**config.mk**
```make
export PLATFORM = sky130hd
export DESIGN_NAME = lics_seq
export DESIGN_NICKNAME = d
export VERILOG_FILES = /design/src/rtl/lics_pkg.sv /design/src/rtl/lics_sync_if.sv /design/src/rtl/lics_sync.sv /design/src/rtl/lics_seq.sv
export SDC_FILE = /design/constraint.sdc
export NUM_CORES = 1
export LEC_CHECK = 0
export BUFFER_PORTS_ARGS = -buffer_cell sky130_fd_sc_hd__buf_2
export CAP_MARGIN = 30
export CORE_ASPECT_RATIO = 2
export CORE_UTILIZATION = 48
export CTS_CLUSTER_SIZE = 16
export DETAILED_ROUTE_END_ITERATION = 10
export MAX_ROUTING_LAYER = met4
export PLACE_DENSITY_LB_ADDON = 0.25
export SETUP_SLACK_MARGIN = 0.02
export SLEW_MARGIN = 10
export SYNTH_ARGS = -nofsm -noshare
export SYNTH_HDL_FRONTEND = slang
export SYNTH_SLANG_ARGS = --single-unit
```
**constraint.sdc**
```tcl
create_clock -name sys_clk_i -period 5.2 [get_ports sys_clk_i]
set_clock_uncertainty 0.1 [all_clocks]
set_input_delay 0 -clock sys_clk_i [delete_from_list [all_inputs] [get_ports sys_clk_i]]
set_output_delay 0 -clock sys_clk_i [all_outputs]
set_load 0.01 [all_outputs]
```
**src/rtl/lics_pkg.sv**
```systemverilog
// Package for the charge-cycle sequencer: states and timing counts
package lics_pkg;

    localparam longint CLK_HZ         = 64'd250000000;
    localparam longint PRE_TIME_MIN   = 64'd30;
    localparam longint FAST_TIME_HR   = 64'd10;
    localparam longint BOOST_TIME_MIN = 64'd1;
    localparam longint DET_TIME_US    = 64'd100;

    // Cycle counts derived from the times at the clock rate
    localparam longint PRE_CYC   = PRE_TIME_MIN * 64'd60 * CLK_HZ;
    localparam longint FAST_CYC  = FAST_TIME_HR * 64'd3600 * CLK_HZ;
    localparam longint BOOST_CYC = BOOST_TIME_MIN * 64'd60 * CLK_HZ;
    localparam longint DET_CYC   = (DET_TIME_US * CLK_HZ) / 64'd1000000;

    localparam int TMR_W = 44;
    localparam int SYNC_W = 9;

    // Flag positions in the synchroniser vector
    localparam int F_TAPER  = 0;
    localparam int F_ABOVE  = 1;
    localparam int F_HIGH   = 2;
    localparam int F_LOW    = 3;
    localparam int F_TFAULT = 4;
    localparam int F_THREG  = 5;
    localparam int F_DPM    = 6;
    localparam int F_ILIM   = 7;
    localparam int F_BATOK  = 8;

    typedef enum logic [2:0] {
        LICS_IDLE  = 3'b000,
        LICS_DET   = 3'b001,
        LICS_PRE   = 3'b010,
        LICS_FAST  = 3'b011,
        LICS_DONE  = 3'b100,
        LICS_FAULT = 3'b101,
        LICS_DIS   = 3'b110
    } lics_state_e;

endpackage

```
**src/rtl/lics_sync_if.sv**
```systemverilog
// Interface carrying raw and synchronised comparator flags
`timescale 1ns/100ps
interface lics_sync_if;
    import lics_pkg::*;
    logic [SYNC_W-1:0] raw;
    logic [SYNC_W-1:0] flg;
    modport src (output raw, input flg);
    modport snk (input raw, output flg);
endinterface

```
**src/rtl/lics_sync.sv**
```systemverilog
// Two-stage synchroniser for the analog comparator flags
`timescale 1ns/100ps
module lics_sync (
    input  wire logic sys_clk_i,
    input  wire logic srst_i,
    lics_sync_if.snk  sif
);
    import lics_pkg::*;

    typedef struct packed {
        logic [SYNC_W-1:0] s1;
        logic [SYNC_W-1:0] s2;
    } lics_sync_s;

    lics_sync_s st_r;
    lics_sync_s st_nxt;

    always_comb begin
        st_nxt    = st_r;
        st_nxt.s1 = sif.raw;
        st_nxt.s2 = st_r.s1;
    end

    always_ff @(posedge sys_clk_i) begin
        if (srst_i) begin
            // Preload both stages so the first edge after reset sees real flags
            st_r <= {sif.raw, sif.raw};
        end else begin
            st_r <= st_nxt;
        end
    end

    assign sif.flg = st_r.s2;
endmodule

```
**src/rtl/lics_seq.sv**
```systemverilog
// Charge-cycle sequencer: disable mode, safety timers, termination, detection
// Operation
// - Thermistor input high enters disable mode
// - Disable mode holds timer reset, no termination
// - Entry detection; no battery releases status
// - Battery present: release status on taper
// - Disable mode keeps full charge profile
// - Exit detection; battery starts cycle, status active
// - Pre-charge limited to thirty minutes
// - Fast timer ten hours, half rate when limited
// - Timer expiry terminates, releases status
// - Timers cleared on disable, power, mode cycle
// - Above threshold and tapered: release, detect
// - Battery present after termination stops current
// - Missing battery, active thermistor: repeat detection
// - Status released when detection finds battery missing
// - Detect on mode entry, exit, missing battery
// - Power-up above recharge threshold runs detection
// - Single detection in disable mode; fault ends it outside disable mode
// - Below recharge after termination restarts, status off
// - Termination threshold raised first minute
// - Thermistor low disables; release starts first charge
`timescale 1ns/100ps
module lics_seq (
    // Clock and reset
    input  wire logic sys_clk_i,
    input  wire logic srst_i,
    // Analog comparator flags, raw
    input  wire logic taper_i,
    input  wire logic above_rch_i,
    input  wire logic ts_high_i,
    input  wire logic ts_low_i,
    input  wire logic ts_fault_i,
    input  wire logic thermal_reg_i,
    input  wire logic input_voltage_power_management_i,
    input  wire logic usb_ilim_i,
    input  wire logic bat_present_i,
    // Control outputs to the power stage
    output logic      charge_en_o,
    output logic      precharge_o,
    output logic      detect_o,
    output logic      term_boost_o,
    output logic      disable_mode_o,
    output lics_pkg::lics_state_e state_o,
    // Open-drain status pin
    output logic      chg_status_o,
    output logic      chg_status_oe_o
);
    import lics_pkg::*;

    localparam logic [TMR_W-1:0] PRE_LIM   = TMR_W'(PRE_CYC);
    localparam logic [TMR_W-1:0] FAST_LIM  = TMR_W'(FAST_CYC);
    localparam logic [TMR_W-1:0] BOOST_LIM = TMR_W'(BOOST_CYC);
    localparam logic [TMR_W-1:0] DET_LIM   = TMR_W'(DET_CYC);

    typedef struct packed {
        lics_state_e      st;
        logic [TMR_W-1:0] tmr;     // Safety timer
        logic [TMR_W-1:0] boost;   // First-minute counter
        logic [TMR_W-1:0] det;     // Detection window
        logic             half;    // Half-rate prescale
        logic             termination_timer_disable_mode;
        logic             first;   // First charge in progress
        logic             stat_on; // Status pin pulled low
        logic             det_exit;
        logic             pwrup;
    } lics_seq_s;

    lics_seq_s st_r;
    lics_seq_s st_nxt;

    lics_sync_if sif ();
    logic [SYNC_W-1:0] f;

    assign sif.raw = {bat_present_i, usb_ilim_i, input_voltage_power_management_i, thermal_reg_i,
                      ts_fault_i, ts_low_i, ts_high_i, above_rch_i, taper_i};
    assign f = sif.flg;

    lics_sync u_sync (
        .sys_clk_i (sys_clk_i),
        .srst_i    (srst_i),
        .sif       (sif)
    );

    logic slow;
    logic det_done;
    logic tmr_tick;

    always_comb begin
        slow     = f[F_THREG] | f[F_DPM] | f[F_ILIM];
        det_done = (st_r.det >= DET_LIM - TMR_W'(1));
        tmr_tick = !slow | st_r.half;
        st_nxt   = st_r;
        st_nxt.pwrup = 1'b0;

        if (st_r.boost != BOOST_LIM) begin
            st_nxt.boost = st_r.boost + TMR_W'(1);
        end

        if (f[F_LOW]) begin
            // Charge disabled; release counts as a fresh first charge
            st_nxt.st      = LICS_IDLE;
            st_nxt.tmr     = '0;
            st_nxt.stat_on = 1'b0;
            st_nxt.first   = 1'b1;
            st_nxt.termination_timer_disable_mode    = 1'b0;
        end else if (f[F_HIGH] && !st_r.termination_timer_disable_mode) begin
            st_nxt.termination_timer_disable_mode = 1'b1;
            st_nxt.tmr  = '0;
            st_nxt.st   = LICS_DET;
            st_nxt.det  = '0;
            st_nxt.det_exit = 1'b0;
        end else if (!f[F_HIGH] && st_r.termination_timer_disable_mode) begin
            st_nxt.termination_timer_disable_mode = 1'b0;
            st_nxt.tmr  = '0;
            st_nxt.st   = LICS_DET;
            st_nxt.det  = '0;
            st_nxt.det_exit = 1'b1;
        end else begin
            case (st_r.st)
                LICS_IDLE: begin
                    // Released from disable or power-up
                    st_nxt.st  = LICS_DET;
                    st_nxt.det = '0;
                    st_nxt.det_exit = 1'b1;
                    // Low battery at power-up or after a disable release charges at once
                    if ((st_r.pwrup || st_r.first) && !f[F_ABOVE]) begin
                        st_nxt.st    = LICS_PRE;
                        st_nxt.boost = '0;
                        st_nxt.stat_on = 1'b1;
                    end
                end
                LICS_DET: begin
                    if (f[F_TFAULT] && !st_r.termination_timer_disable_mode) begin
                        st_nxt.st = LICS_FAULT;
                    end else if (st_r.termination_timer_disable_mode) begin
                        // Single check on entry to disable mode
                        st_nxt.det = st_r.det + TMR_W'(1);
                        if (det_done) begin
                            if (!f[F_BATOK]) begin
                                st_nxt.stat_on = 1'b0;
                            end
                            st_nxt.st = LICS_PRE;
                        end
                    end else begin
                        st_nxt.det = st_r.det + TMR_W'(1);
                        if (det_done) begin
                            st_nxt.det = '0;
                            if (f[F_BATOK]) begin
                                if (st_r.det_exit) begin
                                    st_nxt.st      = LICS_PRE;
                                    st_nxt.tmr     = '0;
                                    st_nxt.boost   = '0;
                                    st_nxt.stat_on = 1'b1;
                                end else begin
                                    st_nxt.st = LICS_DONE;
                                end
                            end else begin
                                st_nxt.stat_on  = 1'b0;
                                st_nxt.det_exit = 1'b1;
                            end
                        end
                    end
                end
                LICS_PRE, LICS_FAST: begin
                    if (f[F_TFAULT]) begin
                        st_nxt.st = LICS_FAULT;
                    end else if (st_r.termination_timer_disable_mode) begin
                        st_nxt.tmr = '0;
                        if (f[F_ABOVE] && f[F_TAPER]) begin
                            st_nxt.stat_on = 1'b0;
                        end
                        if (st_r.st == LICS_PRE && f[F_ABOVE]) begin
                            st_nxt.st = LICS_FAST;
                        end
                    end else begin
                        if (st_r.st == LICS_PRE) begin
                            st_nxt.tmr = st_r.tmr + TMR_W'(1);
                            if (st_r.tmr >= PRE_LIM - TMR_W'(1)) begin
                                st_nxt.st = LICS_DONE;
                                st_nxt.stat_on = 1'b0;
                            end else if (f[F_ABOVE]) begin
                                st_nxt.st  = LICS_FAST;
                                st_nxt.tmr = '0;
                            end
                        end else begin
                            st_nxt.half = slow ? !st_r.half : 1'b0;
                            if (tmr_tick) begin
                                st_nxt.tmr = st_r.tmr + TMR_W'(1);
                            end
                            if (st_r.tmr >= FAST_LIM - TMR_W'(1)) begin
                                st_nxt.st = LICS_DONE;
                                st_nxt.stat_on = 1'b0;
                            end else if (f[F_ABOVE] && f[F_TAPER]) begin
                                st_nxt.stat_on = 1'b0;
                                st_nxt.first   = 1'b0;
                                st_nxt.st      = LICS_DET;
                                st_nxt.det     = '0;
                                st_nxt.det_exit = 1'b0;
                            end
                        end
                    end
                end
                LICS_DONE: begin
                    if (!f[F_ABOVE]) begin
                        // Refresh charge keeps the status released
                        st_nxt.st    = LICS_PRE;
                        st_nxt.tmr   = '0;
                        st_nxt.boost = '0;
                        st_nxt.stat_on = 1'b0;
                    end
                end
                LICS_FAULT: begin
                    if (!f[F_TFAULT]) begin
                        st_nxt.st = LICS_PRE;
                    end
                end
                default: st_nxt.st = LICS_IDLE;
            endcase
        end
    end

    always_ff @(posedge sys_clk_i) begin
        if (srst_i) begin
            st_r       <= '0;
            st_r.st    <= LICS_IDLE;
            st_r.first <= 1'b1;
            st_r.pwrup <= 1'b1;
            st_r.boost <= BOOST_LIM;
        end else begin
            st_r <= st_nxt;
        end
    end

    // Current stops after termination, fault and while disabled
    assign charge_en_o    = (st_r.st == LICS_PRE) || (st_r.st == LICS_FAST)
                          || (st_r.st == LICS_DET);
    assign precharge_o    = (st_r.st == LICS_PRE);
    assign detect_o       = (st_r.st == LICS_DET);
    assign term_boost_o   = (st_r.boost != BOOST_LIM) && !st_r.termination_timer_disable_mode;
    assign disable_mode_o = st_r.termination_timer_disable_mode;
    assign state_o        = st_r.st;
    assign chg_status_o    = 1'b0;
    assign chg_status_oe_o = st_r.stat_on;
endmodule

```
==> results of run 1 <==
layer usage:
metal / vias up / track usage (%) / part of all wire (%)
met5: - / - / 0
met4: 0 / 14.1 / 4.3
met3: 58 / 3.64 / 2.2
met2: 119 / 43.3 / 55
met1: 3176 / 22.7 / 38
li1: 3335 / - / -
area by class of cell:
type                       instances  share of cell area (%)
multi-input combinational        716                    49.8
sequential                       159                    37.1
clock buffer                      20                    5.33
tap                              201                    2.93
timing repair buffer              36                    2.86
inverter                          27                    1.18
clock inverter                    10                   0.773
critical path, stage by stage (launching register included):
cell and delay, ns:
dfxtp_1 0.68, inv_1 0.25, ha_1 0.43, nor2_1 0.12
a221oi_1 0.31, nand3_1 0.46, or3_1 0.65, or3_1 0.39
a21oi_1 0.13
logic make-up (layout without fill, tap and decap cells):
family | after synthesis | in the layout | share of synthesized area [%]
XOR/XNOR | 109 | 109 | 12.3
multiplexers | 17 | 17 | 2.35
flip-flops | 159 | 159 | 41.0
buffers and inverters | 75 | 93 | 4.03
AO/OA/AOI/OAI | 111 | 111 | 9.06
other | 1 | 1 | 0.0483
AND/OR/NAND/NOR | 471 | 471 | 30.1
adder cells (fa/ha/maj) | 7 | 7 | 1.13
sequential cells by signal, summed over array words and instances, names as in the netlist:
name and cells:
chg_status_oe_o 1, u_sync.st_nxt 9, disable_mode_o 1, u_sync.sif.flg 9, state_o 3, st_r 136
metrics by stage:
stage                     instances  utilization (%)  hold slack, ns  worst slack [ns]
after CTS                      1168             54.3           0.104              1.65
after detailed placement       1128             50.4          0.0169              1.66
final                          1169             54.3           0.128              1.61
after global routing           1169             54.3           0.131              1.27
after floorplan                 950                -         -0.0723              2.54
after global placement         1128             50.4          0.0149              1.72
worst paths after layout:
path              slack, ns                   endpoint                        start
setup / recovery       1.61      st_r[35]$_SDFFE_PP0P_  disable_mode_o$_SDFFE_PP0N_
hold / removal         0.13   u_sync.st_nxt[8]$_DFF_P_                bat_present_i
setup reg to reg       1.61      st_r[35]$_SDFFE_PP0P_  disable_mode_o$_SDFFE_PP0N_
hold reg to reg        0.36  u_sync.sif.flg[7]$_DFF_P_     u_sync.st_nxt[7]$_DFF_P_
power by group through the flow:
stage	Clock, mW	Combinational (mW)	Sequential, mW
finish	1.12	0.229	1.30
global route	1.20	0.255	1.30
global placement	0	0.221	1.32
floorplan	0	0.176	1.30
CTS	1.15	0.229	1.29
detailed placement	0	0.222	1.32
timing repair:
item                                    in CTS  in global routing
hold endpoints to repair                    20                  0
hold buffers                                10                  0
endpoints found under the setup margin       0                  0
gates resized for setup                      0                  0
Yosys cell counts, drive strengths merged, types with 28 or more instances:
| library cell | number |
|---|---|
| nor4 | 34 |
| nand2 | 60 |
| a21oi | 33 |
| xnor2 | 72 |
| or3 | 28 |
| nand4 | 39 |
| nor3 | 39 |
| o21ai | 28 |
| clkbuf | 34 |
| xor2 | 37 |
| nor2 | 154 |
| dfxtp | 159 |
| nand3 | 58 |
cells in the final DEF, fill, tap and decap left out, drive strengths merged, types with 7 or more instances in the layout:
cell type and instances:
xnor2 72, a21oi 33, mux2i 7, xor2 37
nand3 58, ha 7, nor3 39, nand2 60
o21ai 28, dlygate4sd3 10, nor2 154, or4 9
clkinv 7, nor4 34, nand4 39, mux2 10
and2 7, inv 28, buf 25, or3 28
and3 20, clkbuf 21, dfxtp 159, o21bai 17
==> impl_summary.md, run 1 <==
Yosys
Ranked by total cell area, the synthesized netlist is headed by dfxtp_1, xnor2_1, nor2_1, xor2_1, nand3_1. The async set or reset register ratio after synthesis is 0%. The number of nets in the synthesized netlist is 968.

Summed over its instances, the top area cell type makes up 41.0% of the synthesized netlist area. After synthesis, flip-flops and latches occupy 41.0% of the total area. The biggest area contributor in the post-synthesis netlist is dfxtp_1. The number of synthesized flops with an enable pin is 0.

The flop and latch count out of synthesis is 159. The count of unique library cells instantiated by Yosys is 52. The number of synthesis warnings is 0.

The post-synthesis instance area is 0.00776 mm². The cell count after synthesis is 950. The dominant synthesized flop cell is dfxtp_1. The average cell area after synthesis is 8.17 µm².

Power and ir drop
For this design the static power due to leakage is 2.90 nW. Net switching is 25.6% of the power. The power share of the sequential group is 48.9%. The fraction of power consumed by combinational cells is 8.6%. The total power density per cell area is 309 mW/mm².

The net switching power figure is 0.677 mW. Internal power comes to 1.97 mW. The completed layout was analyzed and its total power is 2.65 mW. The part of the total power dissipated in the clock network is 42.5%. The worst supply voltage drop on vdd is 0.232 mV.

Global routing
For this run the aggregate overflow at the end of global routing stands at 0. The total global-route track usage is 23.6%. Entering global routing, the biggest net connects 45 pins. The first-pass GRT wire length is 31000 µm. The number of antenna violations at the first check in global routing is 0. The number of global-route vias before repair is 6726.

Floorplanning
For this configuration, the core starts out at a cell density of 49.2%. The count of pins on the block boundary is 21. In this run the vertical extent of the chip is 182 µm. The floorplan core area is 0.0158 mm². The count of standard-cell rows is 65. The width of the die is 91.9 µm.

The die covers 0.0167 mm².

Critical path
The critical path in this run is classified as flop to flop. The endpoint arrival time on the critical path is 3.84 ns. The required time reported for the critical path endpoint is 5.45 ns. The startpoint type of the worst setup path is a flop. Along the worst path, the maximum fanout reaches 17. Measured in cells, the most critical reg-to-reg path has a length of 8. The worst setup path is captured at a flop.

Route
The average routed wire per standard cell is 15.3 µm. The detailed-router iteration count before antenna repair is 7. The post-detailed-route via-to-cell ratio is 5.72. The detailed router finished its first iteration with 320 violations.

The via count is 6688. For this run, design rule violations remaining after detail routing come to 0. The remaining number of nets flagged by the antenna check after routing is 0. Wires add up to 17900 µm.

Place
During placement, the flow inserted port buffers numbering 19. The placement-stage cell area is 0.00795 mm². The congestion estimate from routability-driven global placement came to 0.888. The HPWL after detailed placement is 12800 µm.

Clock network
The maximum level of the CTS H-tree is 4. TritonCTS built the clock tree. The number of sinks handled by clock tree synthesis is 159. In this run the post-CTS setup repair buffer count came out at 0. At the later pin of the worst-skew pair, clock insertion delay measures 0.42 ns. The library cell used as clock root buffer is clkbuf_16. Clock-pin slew was measured on the worst setup and hold paths at 0.06 ns. The buffer levels on the longest clock path is 2. TritonCTS created 17 clock buffers.

Cells and area
The count of fill cells added during filler insertion is 1528. The net count of the finished layout is 975. The area taken by multi-input logic gates is 0.00427 mm². After routing the design area is 0.00857 mm². The area growth from synthesis to layout is 10.5%.

In the final layout, flip-flops and latches occupy 0.00318 mm². The final antenna diode count is 0. The proportion of layout cells with a drive suffix above 1 is 7.13%.

Timing
Setup repair after global routing left no endpoint under its margin. Headroom to the max-slew limit came out at 47.7%. The worst-margin pin slew is 0.765 ns. For this run, the top clock speed supported by timing is 279 MHz.

The period utilization is 69.0%. The count of final max-slew check failures is 0. Adding up every negative setup slack in the final design gives 0 ns.

The final setup violation count is 0. For the finished layout, the period the worst path requires is 3.59 ns. The number of hold-slack violations in the final timing report is 0.

Flow run
The number of max-cap violations is 0.

Run status
The flow ran to the end, and the final reports show no timing, DRC or antenna violations.

Min path
The type of the tightest min-delay check is input port to flop. Counting instances, the worst hold path has a depth of 2.
Note: power is estimated with default switching activity, not from simulation.
==> inputs of run 2 (changes only) <==
==> constraint.sdc (replaced) <==
create_clock -name sys_clk_i -period 3.3 [get_ports sys_clk_i]
set_clock_uncertainty 0.1 [all_clocks]
set_input_delay 0 -clock sys_clk_i [delete_from_list [all_inputs] [get_ports sys_clk_i]]
set_output_delay 0 -clock sys_clk_i [all_outputs]
set_load 0.01 [all_outputs]
==> impl_summary.md, run 2 (synthesis results as in run 1) <==
Critical path
The worst setup path is launched from a flop. The worst register-to-register path begins at st_r[15]$_SDFFE_PP0P_. The category of the worst setup path capture point is a flop. Among all stages on the critical path, the largest delay is contributed by a2111oi_0.

The worst setup path startpoint is st_r[15]$_SDFFE_PP0P_. The critical path is of the flop to flop type. In this run the worst path has a maximum fanout of 39.

Data arrives at the worst endpoint at 3.39 ns. The critical path's largest stage delay is 0.64 ns. The required time reported for the critical path endpoint is 3.55 ns. The critical path goes through or4_1 -> a31oi_1 -> a211oi_1 -> nand2b_1 -> buf_4 -> a2111oi_0 -> buf_4 -> o21bai_2 -> buf_12 -> a21oi_1. Among the stages of the critical path, the cell type that occurs most often is buf_4.

Floorplanning
The count of standard-cell rows is 65. The count of pins on the block boundary is 21. The die is 182 µm tall. The die covers 0.0167 mm². For this configuration, the core starts out at a cell density of 49.2%. The die is 91.9 µm wide. After floorplanning, the core was sized to cover 0.0158 mm².

Place
The weighted congestion at the end of routability-driven global placement is 0.976. After legalization and detailed placement, the total HPWL measured 12800 µm. In this run, placement finished with an instance count of 1145. After detailed placement, the total cell area comes to 0.00809 mm².

The post-placement worst setup slack is 0.129 ns. The port buffer count is 19.

Timing
Setup repair after global routing left no endpoint under its margin. For this run, the top clock speed supported by timing is 319 MHz. The tightest slew margin relative to the limit is 54.5%. The worst path meets setup with 0.162 ns of slack.

The final critical-path required period is 3.14 ns. For the pin with the worst max-slew slack, the measured transition is 0.665 ns. The period utilization is 95.1%. Setup violations remaining at the end of the flow were counted as 0. The count of final max-slew check failures was 0. The worst hold slack is 0.122 ns. The post-route setup TNS is 0 ns. The number of hold-slack violations in the final timing report is 0.

Power and ir drop
Across the VDD grid, the largest voltage drop is 0.446 mV. The net switching power figure is 1.09 mW. In this run switching power makes up 24.2% of total power. The part of the total power dissipated in the clock network is 46.2%.

The analysis attributes to cell leakage a power of 3.03 nW. In this run the power density over the cells is 509 mW/mm². The fraction of power consumed by combinational cells is 8.7%.

The power share of the sequential group is 45.1%. The internal power of the cells is 3.41 mW.

Cells and area
Counting flops per register, the top entry is st_r. The flip-flop count of the largest register, all copies and words added is 136. The finished cells cover 0.00883 mm². Of the cells placed in the final design, the portion with a size suffix greater than 1 is 9.02%. In the final design database the tool counted 992 nets. The finished layout holds 1188 standard cells, fillers aside. The count of fill cells added during filler insertion is 1506. The sequential cell area is 0.00318 mm². The multi-input combinational cells in the finished layout cover a total of 0.00428 mm². The most common library cell in the layout ignoring fill and taps is dfxtp_1.

The final antenna diode count is 0. From synthesis to final layout, the design area changed by 13.8%. In the layout the commonest cells are dfxtp_1, nor2_1, xnor2_1.

Global routing
The number of antenna violations at the first check in global routing is 0. The number of global-route vias before repair is 6794. The first-pass GRT wire length is 31000 µm. Entering global routing, the biggest net connects 45 pins. The remaining global-route overflow is 0. For this run, the total global-route usage over all layers was measured as 23.7%.

Clock network
The clock tree from TritonCTS is built. The number of sinks handled by clock tree synthesis is 159. Clock tree synthesis selected as its root buffer the cell clkbuf_16. The H-tree generated during clock tree synthesis spans 4 levels. The clock latency reported for the late side of the worst-skew pair is 0.43 ns. The CTS clock-pin slew for the worst setup and hold paths is 0.06 ns.

The number of setup buffers added after CTS is 0. The clock passes through at most 2 buffers. The number of buffers created by CTS is 17.

Route
The remaining number of nets flagged by the antenna check after routing is 0. After detailed routing, the number of vias per cell comes to 5.57. The detailed-router iteration count before antenna repair is 6. After detailed routing, the number of remaining DRC violations is 0. The routed wire length is 17900 µm.

In the final routed layout, each cell accounts on average for 15.1 µm. The via count is 6612. For this block, the initial DRC count from the detailed router was 255.

Min path
The worst hold path belongs to the class input port to flop. The startpoint of the most critical hold path is ts_fault_i.

Flow run
The number of max-cap violations is 0.

Run status
The flow ran to the end, and the final reports show no timing, DRC or antenna violations.
[run 2: worst max-delay path, delay by kind of cell (launching register included)]
kind / cells / cell delay, ns
and+or+nand+nor: 2 / 0.77
AOI/OAI and AO/OA: 5 / 1.23
buffers and inverters: 3 / 0.61
DFF: 1 / 0.35
[run 2: power groups by stage]
| stage | sequential [mW] | clock (mW) | combinational, mW |
|---|---|---|---|
| 6_report | 2.03 | 2.08 | 0.392 |
| 3_3_place_gp | 2.07 | 0 | 0.382 |
| 4_1_cts | 2.03 | 2.13 | 0.393 |
| 3_5_place_dp | 2.07 | 0 | 0.382 |
| 2_1_floorplan | 2.05 | 0 | 0.278 |
| 5_1_grt | 2.04 | 2.21 | 0.439 |
[run 2: final cells by class]
class / count / share of cell area [%]
clock buffer: 22 / 5.48
clock inverter: 10 / 1.69
inverter: 27 / 1.15
multi-input combinational: 716 / 48.4
sequential: 159 / 36.0
tap: 201 / 2.85
timing repair buffer: 53 / 4.39
[run 2: final timing paths]
kind                                             endpoint  slack, ns  depth (start not counted)
worst min register to register  u_sync.sif.flg[7]$_DFF_P_       0.36                          1
worst max-delay path                st_r[20]$_SDFFE_PP0P_       0.16                         10
worst max register to register      st_r[20]$_SDFFE_PP0P_       0.16                         10
worst min-delay path             u_sync.st_nxt[4]$_DFF_P_       0.12                          2
[run 2: timing repair]
item	CTS	global route
gates resized for setup	0	1
hold endpoints to repair	20	0
endpoints found under the setup margin	0	39
hold buffers	10	0
[run 2: metrics by stage]
step / utilization, % / power [mW]
CTS: 55.9 / 4.55
floorplan: - / 2.33
detailed placement: 51.3 / 2.45
finish: 56.0 / 4.50
global placement: 51.3 / 2.45
global route: 56.0 / 4.69
[run 2: layer usage]
layer  up-vias  track usage (%)  wire, µm
met5         -                -         0
met4         0             12.4       611
met3        42             3.69       367
met2       102             44.4     10000
met1      3098             22.8      6900
li1       3370                -         -
